--- config.mk ---
export PLATFORM = sky130hd
export DESIGN_NAME = lcdcp_top
export DESIGN_NICKNAME = d
export VERILOG_FILES = /design/src/lcdcp_top.v /design/src/lcdcp_sync.v /design/src/lcdcp_level_sel.v
export VERILOG_INCLUDE_DIRS = /design/src
export SDC_FILE = /design/constraint.sdc
export NUM_CORES = 1
export LEC_CHECK = 0
export BUFFER_PORTS_ARGS = -buffer_cell sky130_fd_sc_hd__buf_4
export CAP_MARGIN = 20
export CORE_ASPECT_RATIO = 1.75
export CORE_MARGIN = 5
export CORE_UTILIZATION = 30
export DETAILED_ROUTE_END_ITERATION = 16
export GPL_TIMING_DRIVEN = 0
export PLACE_DENSITY_LB_ADDON = 0.15
export SYNTH_ARGS = -nofsm -noshare
export SYNTH_HDL_FRONTEND = slang
export SYNTH_SLANG_ARGS = --single-unit
--- constraint.sdc ---
create_clock -name clk -period 8.4 [get_ports clk]
set_input_delay 0.42 -clock clk [delete_from_list [all_inputs] [get_ports clk]]
set_output_delay 0.42 -clock clk [all_outputs]
set_load 0.05 [all_outputs]
--- src/lcdcp_defs.vh ---
// lcdcp_defs.vh: constants for the lcd clock, timing and power control block
`ifndef LCDCP_DEFS_VH
`define LCDCP_DEFS_VH

// panel geometry
`define LCDCP_COLS          102
`define LCDCP_LINES         55
`define LCDCP_LINE_W        6
`define LCDCP_LAST_LINE     6'h36

// scan clock prescale: 55 lines x 8 internal or x 16 external clocks
`define LCDCP_PRE_W         4
`define LCDCP_PRE_INT_LAST  4'h7
`define LCDCP_PRE_EXT_LAST  4'hf

// internal rc oscillator modelled as one tick per this value plus one clk cycles
`define LCDCP_OSC_W         4
`define LCDCP_OSC_LAST      4'h9

// clk cycles without a pin change before external clock mode is dropped
`define LCDCP_IDLE_W        8
`define LCDCP_IDLE_LAST     8'hff

// command codes and masks
`define LCDCP_CMD_DISP_MASK 8'hfe
`define LCDCP_CMD_DISP      8'hae
`define LCDCP_CMD_INV       8'ha6
`define LCDCP_CMD_ALLON     8'ha4
`define LCDCP_CMD_PWR_MASK  8'hf8
`define LCDCP_CMD_PWR       8'h28
`define LCDCP_CMD_RAT_MASK  8'hf8
`define LCDCP_CMD_RAT       8'h20
`define LCDCP_CMD_VOL_MASK  8'he0
`define LCDCP_CMD_VOL       8'h80

// reset values of the settings, and the external ratio code
`define LCDCP_PWR_RST       3'h0
`define LCDCP_VOL_RST       5'h00
`define LCDCP_RAT_RST       3'h0
`define LCDCP_RAT_EXT       3'h7

// power control bit positions
`define LCDCP_PWR_BOOST     2
`define LCDCP_PWR_REG       1
`define LCDCP_PWR_FOLLOW    0

// four drive levels
`define LCDCP_LVL_0         2'h0
`define LCDCP_LVL_1         2'h1
`define LCDCP_LVL_2         2'h2
`define LCDCP_LVL_3         2'h3

`endif

--- src/lcdcp_top.v ---
// lcdcp_top.v: display latch, clock source, timing and power settings
//
// Summary of operation
// - display commands alter only the output latch
// - rc oscillator runs with pin high, no power-save
// - pin low stops oscillator and display clock
// - internal clock divided by 440 per frame
// - external clock divided by 880 per frame
// - timing drives line address, latch, scan, polarity
// - each output picks one of four levels
// - power bits: booster, regulator, follower enables
// - five-bit volume, alpha is its inverse
// - three-bit ratio, code 111 selects external
`timescale 1ns/10ps
`include "lcdcp_defs.vh"
module lcdcp_top (
    // clock and reset
    input  wire                      clk,
    input  wire                      rstn,
    // oscillator control pin, held level or external clock
    input  wire                      osc_control_pin,
    // power save state from the command logic
    input  wire                      power_save,
    // decoded command bytes from the host interface
    input  wire                      cmd_valid,
    input  wire [7:0]                cmd_data,
    // display ram line read port
    output wire [`LCDCP_LINE_W-1:0]  line_addr,
    input  wire [`LCDCP_COLS-1:0]    ram_line_data,
    // panel drivers
    output wire [2*`LCDCP_COLS-1:0]  column_drive_output,
    output wire [2*`LCDCP_LINES-1:0] row_drive_output,
    output wire                      ac_polarity_signal,
    output wire                      scan_cycle_rate,
    output wire                      ext_clock_mode,
    // power supply stage controls
    output wire                      booster_en,
    output wire                      regulator_en,
    output wire                      follower_en,
    output wire [4:0]                contrast_volume,
    output wire [4:0]                alpha_value,
    output wire [2:0]                divider_ratio,
    output wire                      ext_resistor_sel
);
    // display mode state
    reg                       disp_on_q;
    reg                       inverse_q;
    reg                       all_on_q;
    // power settings
    reg [2:0]                 pwr_q;
    reg [4:0]                 vol_q;
    reg [4:0]                 alpha_q;
    reg [2:0]                 ratio_q;
    reg                       ext_res_q;
    // clock source tracking
    wire                      pin_s;
    reg                       pin_d_q;
    reg [`LCDCP_IDLE_W-1:0]   idle_q;
    reg                       ext_q;
    reg [`LCDCP_OSC_W-1:0]    osc_q;
    reg                       osc_tick_q;
    // timing generator
    reg [`LCDCP_PRE_W-1:0]    pre_q;
    reg [`LCDCP_LINE_W-1:0]   line_q;
    reg                       load_q;
    reg                       pol_q;
    reg                       frame_q;
    // output latch
    reg [`LCDCP_COLS-1:0]     pix_q;
    reg [`LCDCP_LINES-1:0]    row_q;

    wire                      pin_change;
    wire                      pin_rise;
    wire                      osc_run;
    wire                      clk_evt;
    wire [`LCDCP_PRE_W-1:0]   pre_last;
    wire                      line_step;
    wire                      line_wrap;
    wire [`LCDCP_COLS-1:0]    col_on;
    wire [`LCDCP_LINES-1:0]   row_on;

    // ------------------------------------------------------------------
    // command decode
    // ------------------------------------------------------------------

    always @(posedge clk or negedge rstn) begin
        if (!rstn) begin
            disp_on_q <= 1'b0;
            inverse_q <= 1'b0;
            all_on_q  <= 1'b0;
        end else if (cmd_valid) begin
            if ((cmd_data & `LCDCP_CMD_DISP_MASK) == `LCDCP_CMD_DISP)
                disp_on_q <= cmd_data[0];
            if ((cmd_data & `LCDCP_CMD_DISP_MASK) == `LCDCP_CMD_INV)
                inverse_q <= cmd_data[0];
            if ((cmd_data & `LCDCP_CMD_DISP_MASK) == `LCDCP_CMD_ALLON)
                all_on_q <= cmd_data[0];
        end
    end

    always @(posedge clk or negedge rstn) begin
        if (!rstn) begin
            pwr_q     <= `LCDCP_PWR_RST;
            vol_q     <= `LCDCP_VOL_RST;
            alpha_q   <= ~`LCDCP_VOL_RST;
            ratio_q   <= `LCDCP_RAT_RST;
            ext_res_q <= 1'b0;
        end else if (cmd_valid) begin
            if ((cmd_data & `LCDCP_CMD_PWR_MASK) == `LCDCP_CMD_PWR)
                pwr_q <= cmd_data[2:0];
            if ((cmd_data & `LCDCP_CMD_VOL_MASK) == `LCDCP_CMD_VOL) begin
                vol_q   <= cmd_data[4:0];
                alpha_q <= ~cmd_data[4:0];
            end
            if ((cmd_data & `LCDCP_CMD_RAT_MASK) == `LCDCP_CMD_RAT) begin
                ratio_q   <= cmd_data[2:0];
                ext_res_q <= (cmd_data[2:0] == `LCDCP_RAT_EXT);
            end
        end
    end

    // ------------------------------------------------------------------
    // clock source selection
    // ------------------------------------------------------------------

    lcdcp_sync u_pin_sync (
        .clk  (clk),
        .rstn (rstn),
        .din  (osc_control_pin),
        .dout (pin_s)
    );

    assign pin_change = pin_s ^ pin_d_q;
    assign pin_rise   = pin_s & ~pin_d_q;

    // toggling pin means external clock
    // a single level change after a long quiet spell is a steady high or
    // low setting; only a second change inside the idle window counts as
    // a clock, so the first one or two external edges are not counted
    always @(posedge clk or negedge rstn) begin
        if (!rstn) begin
            pin_d_q <= 1'b0;
            idle_q  <= `LCDCP_IDLE_LAST;
            ext_q   <= 1'b0;
        end else begin
            pin_d_q <= pin_s;
            if (pin_change) begin
                idle_q <= {`LCDCP_IDLE_W{1'b0}};
                if (idle_q != `LCDCP_IDLE_LAST)
                    ext_q <= 1'b1;
            end else if (idle_q != `LCDCP_IDLE_LAST) begin
                idle_q <= idle_q + 1'b1;
            end else begin
                ext_q <= 1'b0;
            end
        end
    end

    // oscillator gated by pin and power save
    assign osc_run = pin_s & ~power_save & ~ext_q;

    always @(posedge clk or negedge rstn) begin
        if (!rstn) begin
            osc_q      <= {`LCDCP_OSC_W{1'b0}};
            osc_tick_q <= 1'b0;
        end else if (!osc_run) begin
            osc_q      <= {`LCDCP_OSC_W{1'b0}};
            osc_tick_q <= 1'b0;
        end else if (osc_q == `LCDCP_OSC_LAST) begin
            osc_q      <= {`LCDCP_OSC_W{1'b0}};
            osc_tick_q <= 1'b1;
        end else begin
            osc_q      <= osc_q + 1'b1;
            osc_tick_q <= 1'b0;
        end
    end

    assign clk_evt  = ext_q ? pin_rise : osc_tick_q;

    assign pre_last = ext_q ? `LCDCP_PRE_EXT_LAST : `LCDCP_PRE_INT_LAST;

    // ------------------------------------------------------------------
    // display timing generator
    // ------------------------------------------------------------------

    assign line_step = clk_evt & (pre_q >= pre_last);
    assign line_wrap = (line_q == `LCDCP_LAST_LINE);

    always @(posedge clk or negedge rstn) begin
        if (!rstn) begin
            pre_q <= {`LCDCP_PRE_W{1'b0}};
        end else if (line_step) begin
            pre_q <= {`LCDCP_PRE_W{1'b0}};
        end else if (clk_evt) begin
            pre_q <= pre_q + 1'b1;
        end
    end

    // line address, scan and polarity
    // the ram answers the new address in the next cycle, so the latch
    // and the row select load one cycle after the step, together
    always @(posedge clk or negedge rstn) begin
        if (!rstn) begin
            line_q  <= {`LCDCP_LINE_W{1'b0}};
            load_q  <= 1'b0;
            pol_q   <= 1'b0;
            frame_q <= 1'b0;
        end else begin
            load_q  <= line_step;
            frame_q <= line_step & line_wrap;
            if (line_step) begin
                if (line_wrap) begin
                    line_q <= {`LCDCP_LINE_W{1'b0}};
                    pol_q  <= ~pol_q;
                end else begin
                    line_q <= line_q + 1'b1;
                end
            end
        end
    end

    // ------------------------------------------------------------------
    // display data latch
    // ------------------------------------------------------------------

    // latch and scan loaded per line
    always @(posedge clk or negedge rstn) begin
        if (!rstn) begin
            pix_q <= {`LCDCP_COLS{1'b0}};
            row_q <= {`LCDCP_LINES{1'b0}};
        end else if (load_q) begin
            pix_q <= ram_line_data;
            row_q <= {{(`LCDCP_LINES-1){1'b0}}, 1'b1} << line_q;
        end
    end

    // modes shape latch output only
    // the ram image is never written here, so toggling a mode is lossless
    assign col_on = !disp_on_q ? {`LCDCP_COLS{1'b0}} :
                    all_on_q   ? {`LCDCP_COLS{1'b1}} :
                                 (pix_q ^ {`LCDCP_COLS{inverse_q}});
    assign row_on = disp_on_q ? row_q : {`LCDCP_LINES{1'b0}};

    // ------------------------------------------------------------------
    // driver level selection
    // ------------------------------------------------------------------

    lcdcp_level_sel #(
        .N   (`LCDCP_COLS),
        .ROW (0)
    ) u_col_lvl (
        .clk    (clk),
        .rstn   (rstn),
        .on     (col_on),
        .ac_pol (pol_q),
        .lvl    (column_drive_output)
    );

    lcdcp_level_sel #(
        .N   (`LCDCP_LINES),
        .ROW (1)
    ) u_row_lvl (
        .clk    (clk),
        .rstn   (rstn),
        .on     (row_on),
        .ac_pol (pol_q),
        .lvl    (row_drive_output)
    );

    // ------------------------------------------------------------------
    // outputs, all taken from flip-flops
    // ------------------------------------------------------------------

    assign line_addr          = line_q;
    assign ac_polarity_signal = pol_q;
    assign scan_cycle_rate    = frame_q;
    assign ext_clock_mode     = ext_q;

    assign booster_en       = pwr_q[`LCDCP_PWR_BOOST];
    assign regulator_en     = pwr_q[`LCDCP_PWR_REG];
    assign follower_en      = pwr_q[`LCDCP_PWR_FOLLOW];
    assign contrast_volume  = vol_q;
    assign alpha_value      = alpha_q;
    assign divider_ratio    = ratio_q;
    assign ext_resistor_sel = ext_res_q;

endmodule // lcdcp_top

--- src/lcdcp_sync.v ---
// lcdcp_sync.v: two flip-flop synchroniser for one pin level
`timescale 1ns/10ps
module lcdcp_sync (
    // clock and reset
    input  wire clk,
    input  wire rstn,
    // pin in, synchronised level out
    input  wire din,
    output wire dout
);
    reg meta_q;
    reg sync_q;

    always @(posedge clk or negedge rstn) begin
        if (!rstn) begin
            meta_q <= 1'b0;
            sync_q <= 1'b0;
        end else begin
            meta_q <= din;
            sync_q <= meta_q;
        end
    end

    assign dout = sync_q;
endmodule // lcdcp_sync

--- src/lcdcp_level_sel.v ---
// lcdcp_level_sel.v: registered four-level driver selection per output
`timescale 1ns/10ps
`include "lcdcp_defs.vh"
module lcdcp_level_sel #(
    parameter N   = 8,
    parameter ROW = 0
) (
    // clock and reset
    input  wire           clk,
    input  wire           rstn,
    // selection inputs
    input  wire [N-1:0]   on,
    input  wire           ac_pol,
    // two-bit level code per output
    output wire [2*N-1:0] lvl
);
    reg [2*N-1:0] lvl_q;
    genvar i;

    generate
        for (i = 0; i < N; i = i + 1) begin : g_out
            // rows and columns swing opposite so a selected pixel sees
            // the full voltage; the ac polarity reverses it every frame
            always @(posedge clk or negedge rstn) begin
                if (!rstn) begin
                    lvl_q[2*i+1:2*i] <= `LCDCP_LVL_1;
                end else if (ROW != 0) begin
                    if (on[i])
                        lvl_q[2*i+1:2*i] <= ac_pol ? `LCDCP_LVL_3
                                                   : `LCDCP_LVL_0;
                    else
                        lvl_q[2*i+1:2*i] <= ac_pol ? `LCDCP_LVL_1
                                                   : `LCDCP_LVL_2;
                end else begin
                    if (on[i])
                        lvl_q[2*i+1:2*i] <= ac_pol ? `LCDCP_LVL_0
                                                   : `LCDCP_LVL_3;
                    else
                        lvl_q[2*i+1:2*i] <= ac_pol ? `LCDCP_LVL_2
                                                   : `LCDCP_LVL_1;
                end
            end
        end
    endgenerate

    assign lvl = lvl_q;
endmodule // lcdcp_level_sel

== Yosys cells after proc, flatten, opt, wreduce, memory -nomap -nowiden ==
Cells that the tools add are included.
W data, S select, Z words.
Word-level totals
  output and inout port bits: 340
  flip-flop bits (word level): 521
  input bits: 115
Cells by class
  equal/unequal tests: 12
  bitwise operators: 12
  multiplexer cells: 178
  shift-type cells: 1
  reductions and logical operators: 10
  magnitude comparators: 1
  add/sub/neg operators: 4
Operators by type and width (count)
  $mux W2: 161
  $mux W102: 2
  $xor A102 B102 Y102: 1
  $mux W55: 1
  $shl A1 B6 Y55 const A: 1
  $eq A7 B7 Y1 const B: 3
  $mux W4: 5
  $mux W8: 2
  $reduce_and A2 Y1: 8
  $eq A5 B3 Y1 const B: 2
  $add A4 B1 Y4 const B: 2
  $add A8 B1 Y8 const B: 1
  $ne A8 B8 Y1 const B: 1
  $add A6 B1 Y6 const B: 1
  $eq A3 B3 Y1 const B: 2
  $eq A6 B6 Y1 const B: 1
  $mux W1: 6
  $mux W6: 1
  $and A1 B1 Y1: 5
  $not A5 Y5: 1
  $eq A4 B4 Y1 const B: 1
  $ge A4 B4 Y1: 1
  $not A1 Y1: 4
  $reduce_bool A2 Y1: 2
  3 further kinds: 3

== Logic depth before layout (Yosys ltp) ==
Gate-level depths: netlist of the first run.
  depth in word-level cells: 5
  gate-level depth with buffers: 8

== Cells and area by module ==
A second synthesis of the first run with hierarchy kept.
Unflattened totals
  cells, all modules: 1653
  area total of the unflattened synthesis: 21576.9 um^2
Modules (own cells, without submodules)
  lcdcp_top: seq. area each 5146.2 um^2, cells an instance 867, instances 1, area an instance 10316.1 um^2
  lcdcp_level_sel at u_col_lvl: seq. area each 5232.5 um^2, cells an instance 613, instances 1, area an instance 8809.7 um^2
  lcdcp_level_sel at u_row_lvl: seq. area each 1402.6 um^2, cells an instance 171, instances 1, area an instance 2401.1 um^2
  lcdcp_sync: seq. area each 50.0 um^2, cells an instance 2, instances 1, area an instance 50.0 um^2

== Worst setup path before layout of the first run ==
Ideal clock, no wire load.
  kind: register -> register
  start point: register pol_q (netlist: ac_polarity_signal)
  end point: register u_col_lvl.lvl_q[101] (netlist: u_col_lvl.lvl[101])
  stages on the path, launching flop included: 4
  arrival time: 6968 ps
  clock period less this slack: 7114 ps
  slack: 1286 ps
  required time: 8253 ps
  library setup time: 147 ps
  path through: dfrtp_1 clkinv_1 clkbuf_1 ha_1
Between the ends
  word-level cells in the longest chain between the ends: 2
  elaborated cells between the ends (all ways): 3
  those cells by class: mux (3)
RTL lines
  from (decl): line lcdcp_top.v:66  | reg pol_q;
  from (signal assigned): line lcdcp_top.v:214  | pol_q <= ~pol_q;
  $mux W2 (no source line)
  $mux W2 *: line lcdcp_level_sel.v:35  | if (on[i])
  to (signal, indexed assignment): line lcdcp_level_sel.v:32  | lvl_q[2*i+1:2*i] <= ac_pol ? `LCDCP_LVL_1
  to (signal, indexed assignment): line lcdcp_level_sel.v:36  | lvl_q[2*i+1:2*i] <= ac_pol ? `LCDCP_LVL_0
  to (signal, indexed assignment): line lcdcp_level_sel.v:39  | lvl_q[2*i+1:2*i] <= ac_pol ? `LCDCP_LVL_2
  to (decl): line lcdcp_level_sel.v:17  | reg [2*N-1:0] lvl_q;
Mark *: on every way between the ends. The rest lies on a longest branch, timed or not.
A chain may end at the register's enable or synchronous reset.

== Worst setup path in the final report of the first run ==
  start point: register disp_on_q
  end point: register u_col_lvl.lvl_q[32] (netlist: u_col_lvl.lvl[32])
Between the ends
  word-level cells in the longest chain between the ends: 2
RTL lines
  from (decl): line lcdcp_top.v:46  | reg disp_on_q;
  from (signal assigned): line lcdcp_top.v:93  | disp_on_q <= cmd_data[0];
  $mux W102: line lcdcp_top.v:239  | assign col_on = !disp_on_q ? {`LCDCP_COLS{1'b0}} :
  $mux W2: line lcdcp_level_sel.v:35
No other way between the ends.

==> metrics.yaml, run 1 <==
status: "finished, final reports clean"
fmax_mhz: 331.0
yosysMostFrequentCell: "dfrtp_1"
peakVddDrop_mv: 0.1464
power_density_nw_per_um2: 241.4
syn_area_sq_um: 21040
gp_congestion: 0.8066
worstSetupEndpointType: "register"
grt_pass1_wl_mm: 93.03
layout-drive-gt1-share: 0.4258
slew_headroom: 0.3420
synthArstFlopShare: 1.000
fp.dieW_um: 210.2
fin_util: 0.3939
synthCells: 1701
ys_seq_area_frac: 0.5622
path_max_fanout: 10
min-delay-path-class: "in2reg"
yosysWarnings: 0
grt_max_degree: 115
hold_ws_ps: 72.66
syn_nets: 2033
grt_usage: 0.1589
clk_pin_slew_ps: 70
synth_top_area_frac: 0.4174
dp_hpwl_mm: 45.41
synth_top_area_cell: "dfrtp_1"
initial_utilization: 0.3021
syn_area_per_cell_sq_um: 12.37
maxCapViolations: 0
clock_sinks: 467
postCtsSetupBuffers: 0
clk-insertion-delay-late_ps: 580
finalHoldViolations: 0
port_buffers: 454
wirelength_mm: 60.78
start_kind: "register"
dp_cells: 3072
drt.antenna.violating_nets: 0
htree_num_levels: 2
cts_made_buffers: 49
cts_tree: "yes"
grt_overflow: 0
synth_common_cells: "dfrtp_1, ha_1, inv_1, mux2_2, dfstp_2"
fin_ws_ps: 5379
antenna_found_initial: 9
grt_pass1_vias: 14647
wire_per_inst_um: 19.18
grt_setup_unrepaired: "no"
tightest_slew_ps: 987.1
synth_edf_count: 0
final_max_slew_viol_count: 0
arrival_ps: 3520
route.vias.total: 13710
p_leak_nw: 13.53
coreArea_sq_um: 69670
yosys.cell_types.count: 44
cts_root_buffer: "clkbuf_16"
critical_path_class: "reg2reg"
num_rows: 128
viasPerCell: 4.326
drc: 0
stdcell_count: 3169
pre_cts_ws_ps: 5205
final_nets: 2547
finalCritPeriodShare: 0.3596
clock_skew_ps: 12.63
syn2layout_area_growth_pct: 30.41
synth_seq_cells: 467
die_height_um: 360.4
dr.pass1.iters: 4
num_io_pins: 455
synth_area_leaders: "dfrtp_1, dfstp_2, ha_1"
required_ps: 8900
drt_iter0_drc: 469
die_area_sq_um: 75750
fin_crit_ps: 3021
ys.flop_type: "dfrtp_1"
finalSetupViolCount: 0
clockBufferDepth: 3
area by class of cell:
type	instances	area (sq um)
Clock buffer	64	1333
Antenna cell	7	17.52
Clock inverter	24	279.0
Multi-Input combinational cell	941	7876
Timing Repair Buffer	463	3628
Fill cell	6811	42220
Inverter	163	616.8
Tap cell	910	1139
Buffer	130	723.2
Sequential cell	467	11830
routing by layer:
metal / up-vias / track usage / routed length, um
met1: 6798 / 0.1859 / 23780
li1: 6475 / - / -
met4: 4 / 0.04789 / 1668
met5: - / 0 / 27
met3: 84 / 0.04120 / 3969
met2: 349 / 0.2843 / 31330
registers in the layout (all words and copies together), names as in the netlist, 3 cells and up:
signal	cells
alpha_value	5
line_addr	6
u_row_lvl.lvl	56
idle_q	8
divider_ratio	3
pwr_q	3
pre_q	4
osc_q	4
pix_q	102
u_col_lvl.lvl	204
contrast_volume	5
row_q	55
cell families after synthesis:
group / Yosys count / share of synthesized area
flip-flops: 467 / 0.5622
buffers and inverters: 293 / 0.06350
AND/OR/NAND/NOR: 257 / 0.06433
adder cells (fa/ha/maj): 217 / 0.1290
AO/OA/AOI/OAI: 184 / 0.04846
XOR/XNOR: 161 / 0.06701
multiplexers: 122 / 0.06546
final timing paths:
check | start | endpoint | slack [ps] | depth (start not counted)
worst min-delay path | ram_line_data[16] | pix_q[16]$_DFFE_PN0P_ | 70 | 2
worst max register to register | disp_on_q$_DFFE_PN0P_ | u_col_lvl.lvl[32]$_DFF_PN1_ | 5380 | 6
worst min register to register | u_pin_sync.meta_q$_DFF_PN0_ | u_pin_sync.dout$_DFF_PN0_ | 350 | 0
min in group asynchronous | rstn | u_col_lvl.lvl[55]$_DFF_PN0_ | 410 | 2
worst max-delay path | disp_on_q$_DFFE_PN0P_ | u_col_lvl.lvl[32]$_DFF_PN1_ | 5380 | 6
max in group asynchronous | rstn | pix_q[88]$_DFFE_PN0P_ | 6530 | 4
power breakdown:
group / leakage (nW) / switching, W / total (W) / internal (W)
registers: 5.61 / 0.000234 / 0.00290 / 0.00266
logic: 7.14 / 0.000898 / 0.00150 / 0.000604
clock network: 0.788 / 0.000948 / 0.00223 / 0.00128
worst max-delay path, cell delays in order, from the launching register on:
cell and delay [ps]:
dfrtp_1 320, clkbuf_1 290, clkbuf_1 760, clkbuf_1 540
o21ai_0 460, ha_1 300, or2_2 270
cell usage in the layout, fill, tap and decap left out, types with 49 or more instances in the layout:
cell type,instances
o21ai_0,93
inv_1,161
o22ai_1,53
or2_2,102
nand2_1,92
buf_4,507
xor2_1,104
clkbuf_16,49
xnor2_1,57
ha_1,217
clkbuf_1,59
mux2_2,118
dfstp_2,116
dfrtp_1,351
metrics by stage:
stage	cell area [sq um]	setup TNS (ps)	total power, W
after floorplan	21040	0	0.003933
after global placement	25590	-375320	0.004416
after detailed placement	25790	0	0.004469
after CTS	27430	0	0.006755
after global routing	27430	0	0.007003
final	27440	0	0.006626
timing repair:
| item | in CTS | in global routing |
|---|---|---|
| hold buffers | 2 | 0 |
| endpoints found under the hold margin | 49 | 0 |
| gates resized for setup | 0 | 0 |
Note: power is estimated with default switching activity, not from simulation.
==> inputs of run 2 (changes only) <==
==> constraint.sdc (replaced) <==
create_clock -name clk -period 3 [get_ports clk]
set_input_delay 0.15 -clock clk [delete_from_list [all_inputs] [get_ports clk]]
set_output_delay 0.15 -clock clk [all_outputs]
set_load 0.05 [all_outputs]
==> run 2 against run 1 <==
  * Clock-buffer cell count rose by 6
  * First-iteration DRC count fell by 3.8%
  * Fmax rose by 8.0%
==> metrics.yaml, run 2 (synthesis results as in run 1) <==
status: "finished, final reports clean"  # unchanged
cts_root_buffer: "clkbuf_16"  # unchanged
worstSetupEndpointType: "register"  # unchanged
coreArea_sq_um: 69670  # unchanged
dp_hpwl_mm: 45.21  # was 45.41 mm
antenna_found_initial: 2  # was 9
ff2ff_path_depth: 8  # was 6
clk-insertion-delay-late_ps: 600  # was 580 ps
regArea_sq_um: 11830  # unchanged
htree_num_levels: 2  # unchanged
pwr-share-comb: 0.231  # was 0.227
tightest_slew_ps: 1116  # was 987.1 ps
p_leak_nw: 14.01  # was 13.53 nW
postCtsSetupBuffers: 0  # unchanged
cts_tree: "yes"  # unchanged
clk_pin_slew_ps: 60  # was 70 ps
start_kind: "register"  # unchanged
fin_crit_ps: 2798  # was 3021 ps
clock_power_share: 0.336  # about the same
grt_usage: 0.1589  # about the same
fp.dieW_um: 210.2  # unchanged
fin_util: 0.4098  # was 0.3939
die_height_um: 360.4  # unchanged
power_frac_seq: 0.433  # was 0.437
largest_reg_flops: 204  # unchanged
grt_overflow: 0  # unchanged
path_max_fanout: 10  # unchanged
layout-drive-gt1-share: 0.4066  # was 0.4258
clock_skew_ps: 21.59  # was 12.63 ps
fmax_mhz: 357.4  # was 331.0 MHz
cts_made_buffers: 48  # was 49
p_sw_frac: 0.3110  # was 0.3139
clockBufferDepth: 3  # unchanged
initial_utilization: 0.3021  # unchanged
p_switching_w: 0.005832  # was 0.002080 W
grt_max_degree: 165  # was 115
dr.pass1.iters: 5  # was 4
grt_setup_unrepaired: "no"  # unchanged
final_max_slew_viol_count: 0  # unchanged
finalSetupViolCount: 0  # unchanged
viasPerCell: 4.283  # was 4.326
drc: 0  # unchanged
gp_congestion: 0.8135  # was 0.8066
power_density_nw_per_um2: 656.9  # was 241.4 nW/um^2
port_buffers: 454  # unchanged
r2r-end: "u_col_lvl.lvl[32]$_DFF_PN1_"  # unchanged
grt_pass1_vias: 14951  # was 14647
required_ps: 3510  # was 8900 ps
internal-power_w: 0.01292  # was 0.004546 W
die_area_sq_um: 75750  # unchanged
dp_cells: 3071  # was 3072
slew_headroom: 0.2559  # was 0.3420
arrival_ps: 3310  # was 3520 ps
maxCapViolations: 0  # unchanged
multi_input_area_sq_um: 7876  # unchanged
syn2layout_area_growth_pct: 35.66  # was 30.41%
clock_sinks: 467  # unchanged
num_io_pins: 455  # unchanged
hold_ws_ps: 123.2  # was 72.66 ps
min-delay-path-class: "in2async"  # was in2reg
fillers: 6710  # was 6811
finalCritPeriodShare: 0.9326  # was 0.3596
wirelength_mm: 61.17  # was 60.78 mm
route.vias.total: 14017  # was 13710
reg2reg_from: "inverse_q$_DFFE_PN0P_"  # was disp_on_q$_DFFE_PN0P_
final_common_cell: "buf_4"  # unchanged
wire_per_inst_um: 18.69  # was 19.18 um
grt_pass1_wl_mm: 92.82  # was 93.03 mm
drt_iter0_drc: 451  # was 469
num_rows: 128  # unchanged
r2r_setup_slack_ps: 200  # was 5380 ps
final_nets: 2653  # was 2547
stdcell_count: 3273  # was 3169
peakVddDrop_mv: 0.4322  # was 0.1464 mV
finalHoldViolations: 0  # unchanged
critical_path_class: "reg2reg"  # unchanged
drt.antenna.violating_nets: 0  # unchanged
final_cell_mix: "buf_4, dfrtp_1, ha_1"  # unchanged
==> run 2: cell types whose count changed in the layout (fill, tap and decap cells not counted), sizes merged <==
cell	previous run	this run
inv	165	163
clkbuf	114	119
clkinvlp	3	1
diode	7	2
dlygate4sd3	2	111
buf	541	540
==> run 2: layout make-up <==
type / count / area share
Sequential cell: 467 / 0.4144
Multi-Input combinational cell: 941 / 0.2759
Timing Repair Buffer: 571 / 0.1639
Clock buffer: 70 / 0.04882
Tap cell: 910 / 0.03988
Buffer: 129 / 0.02586
Inverter: 163 / 0.02161
Clock inverter: 20 / 0.009423
Antenna cell: 2 / 0.0001753
==> run 2: worst max-delay path by stage <==
stage               depth (start not counted)                            to                            from
finish                                      8   u_col_lvl.lvl[32]$_DFF_PN1_           inverse_q$_DFFE_PN0P_
floorplan                                   4    u_col_lvl.lvl[0]$_DFF_PN1_  ac_polarity_signal$_DFFE_PN0P_
global route                                8   u_col_lvl.lvl[32]$_DFF_PN1_           inverse_q$_DFFE_PN0P_
detailed placement                          7   u_col_lvl.lvl[32]$_DFF_PN1_           disp_on_q$_DFFE_PN0P_
global placement                            1  u_col_lvl.lvl[139]$_DFF_PN0_                            rstn
CTS                                         5   u_col_lvl.lvl[32]$_DFF_PN1_            all_on_q$_DFFE_PN0P_
==> run 2: worst max-delay path, stage by stage (launching register included) <==
cell and delay [ps]:
dfrtp_1 320, clkbuf_1 230, buf_2 430, buf_2 410, xor2_1 120, o21ai_0 610
inv_1 100, ha_1 200, or2_2 290
==> run 2: what timing repair did <==
| item | 4_1_cts | 5_1_grt |
|---|---|---|
| gates resized for setup | 1 | 0 |
| hold buffers | 111 | 0 |
| setup endpoints to repair | 1 | 1 |
| hold endpoints to repair | 302 | 0 |
==> run 2: power by group through the flow <==
stage               clock (W)  combinational, W  sequential, W
floorplan                   0           0.00183        0.00919
global placement            0           0.00417        0.00820
detailed placement          0           0.00428        0.00824
CTS                   0.00659           0.00442        0.00813
global route          0.00680           0.00474        0.00826
finish                0.00630           0.00433        0.00813
==> run 2: metal layers <==
metal,wire (um),track usage,part of all wire
met3,3216,0.03172,0.053
met1,24920,0.1939,0.41
met5,11,0,0.00018
met4,2331,0.05903,0.038
met2,30680,0.2769,0.50
==> run 2: stage by stage <==
| step | setup TNS, ps | total power [W] | setup slack (ps) | area [sq um] |
|---|---|---|---|---|
| floorplan | 0 | 0.01101 | 193.6 | 21050 |
| global placement | -1351450 | 0.01236 | -3238 | 25590 |
| detailed placement | 0 | 0.01252 | 4.071 | 25770 |
| CTS | 0 | 0.01914 | 85.70 | 28550 |
| global route | 0 | 0.01980 | 27.07 | 28540 |
| finish | 0 | 0.01875 | 202.3 | 28550 |
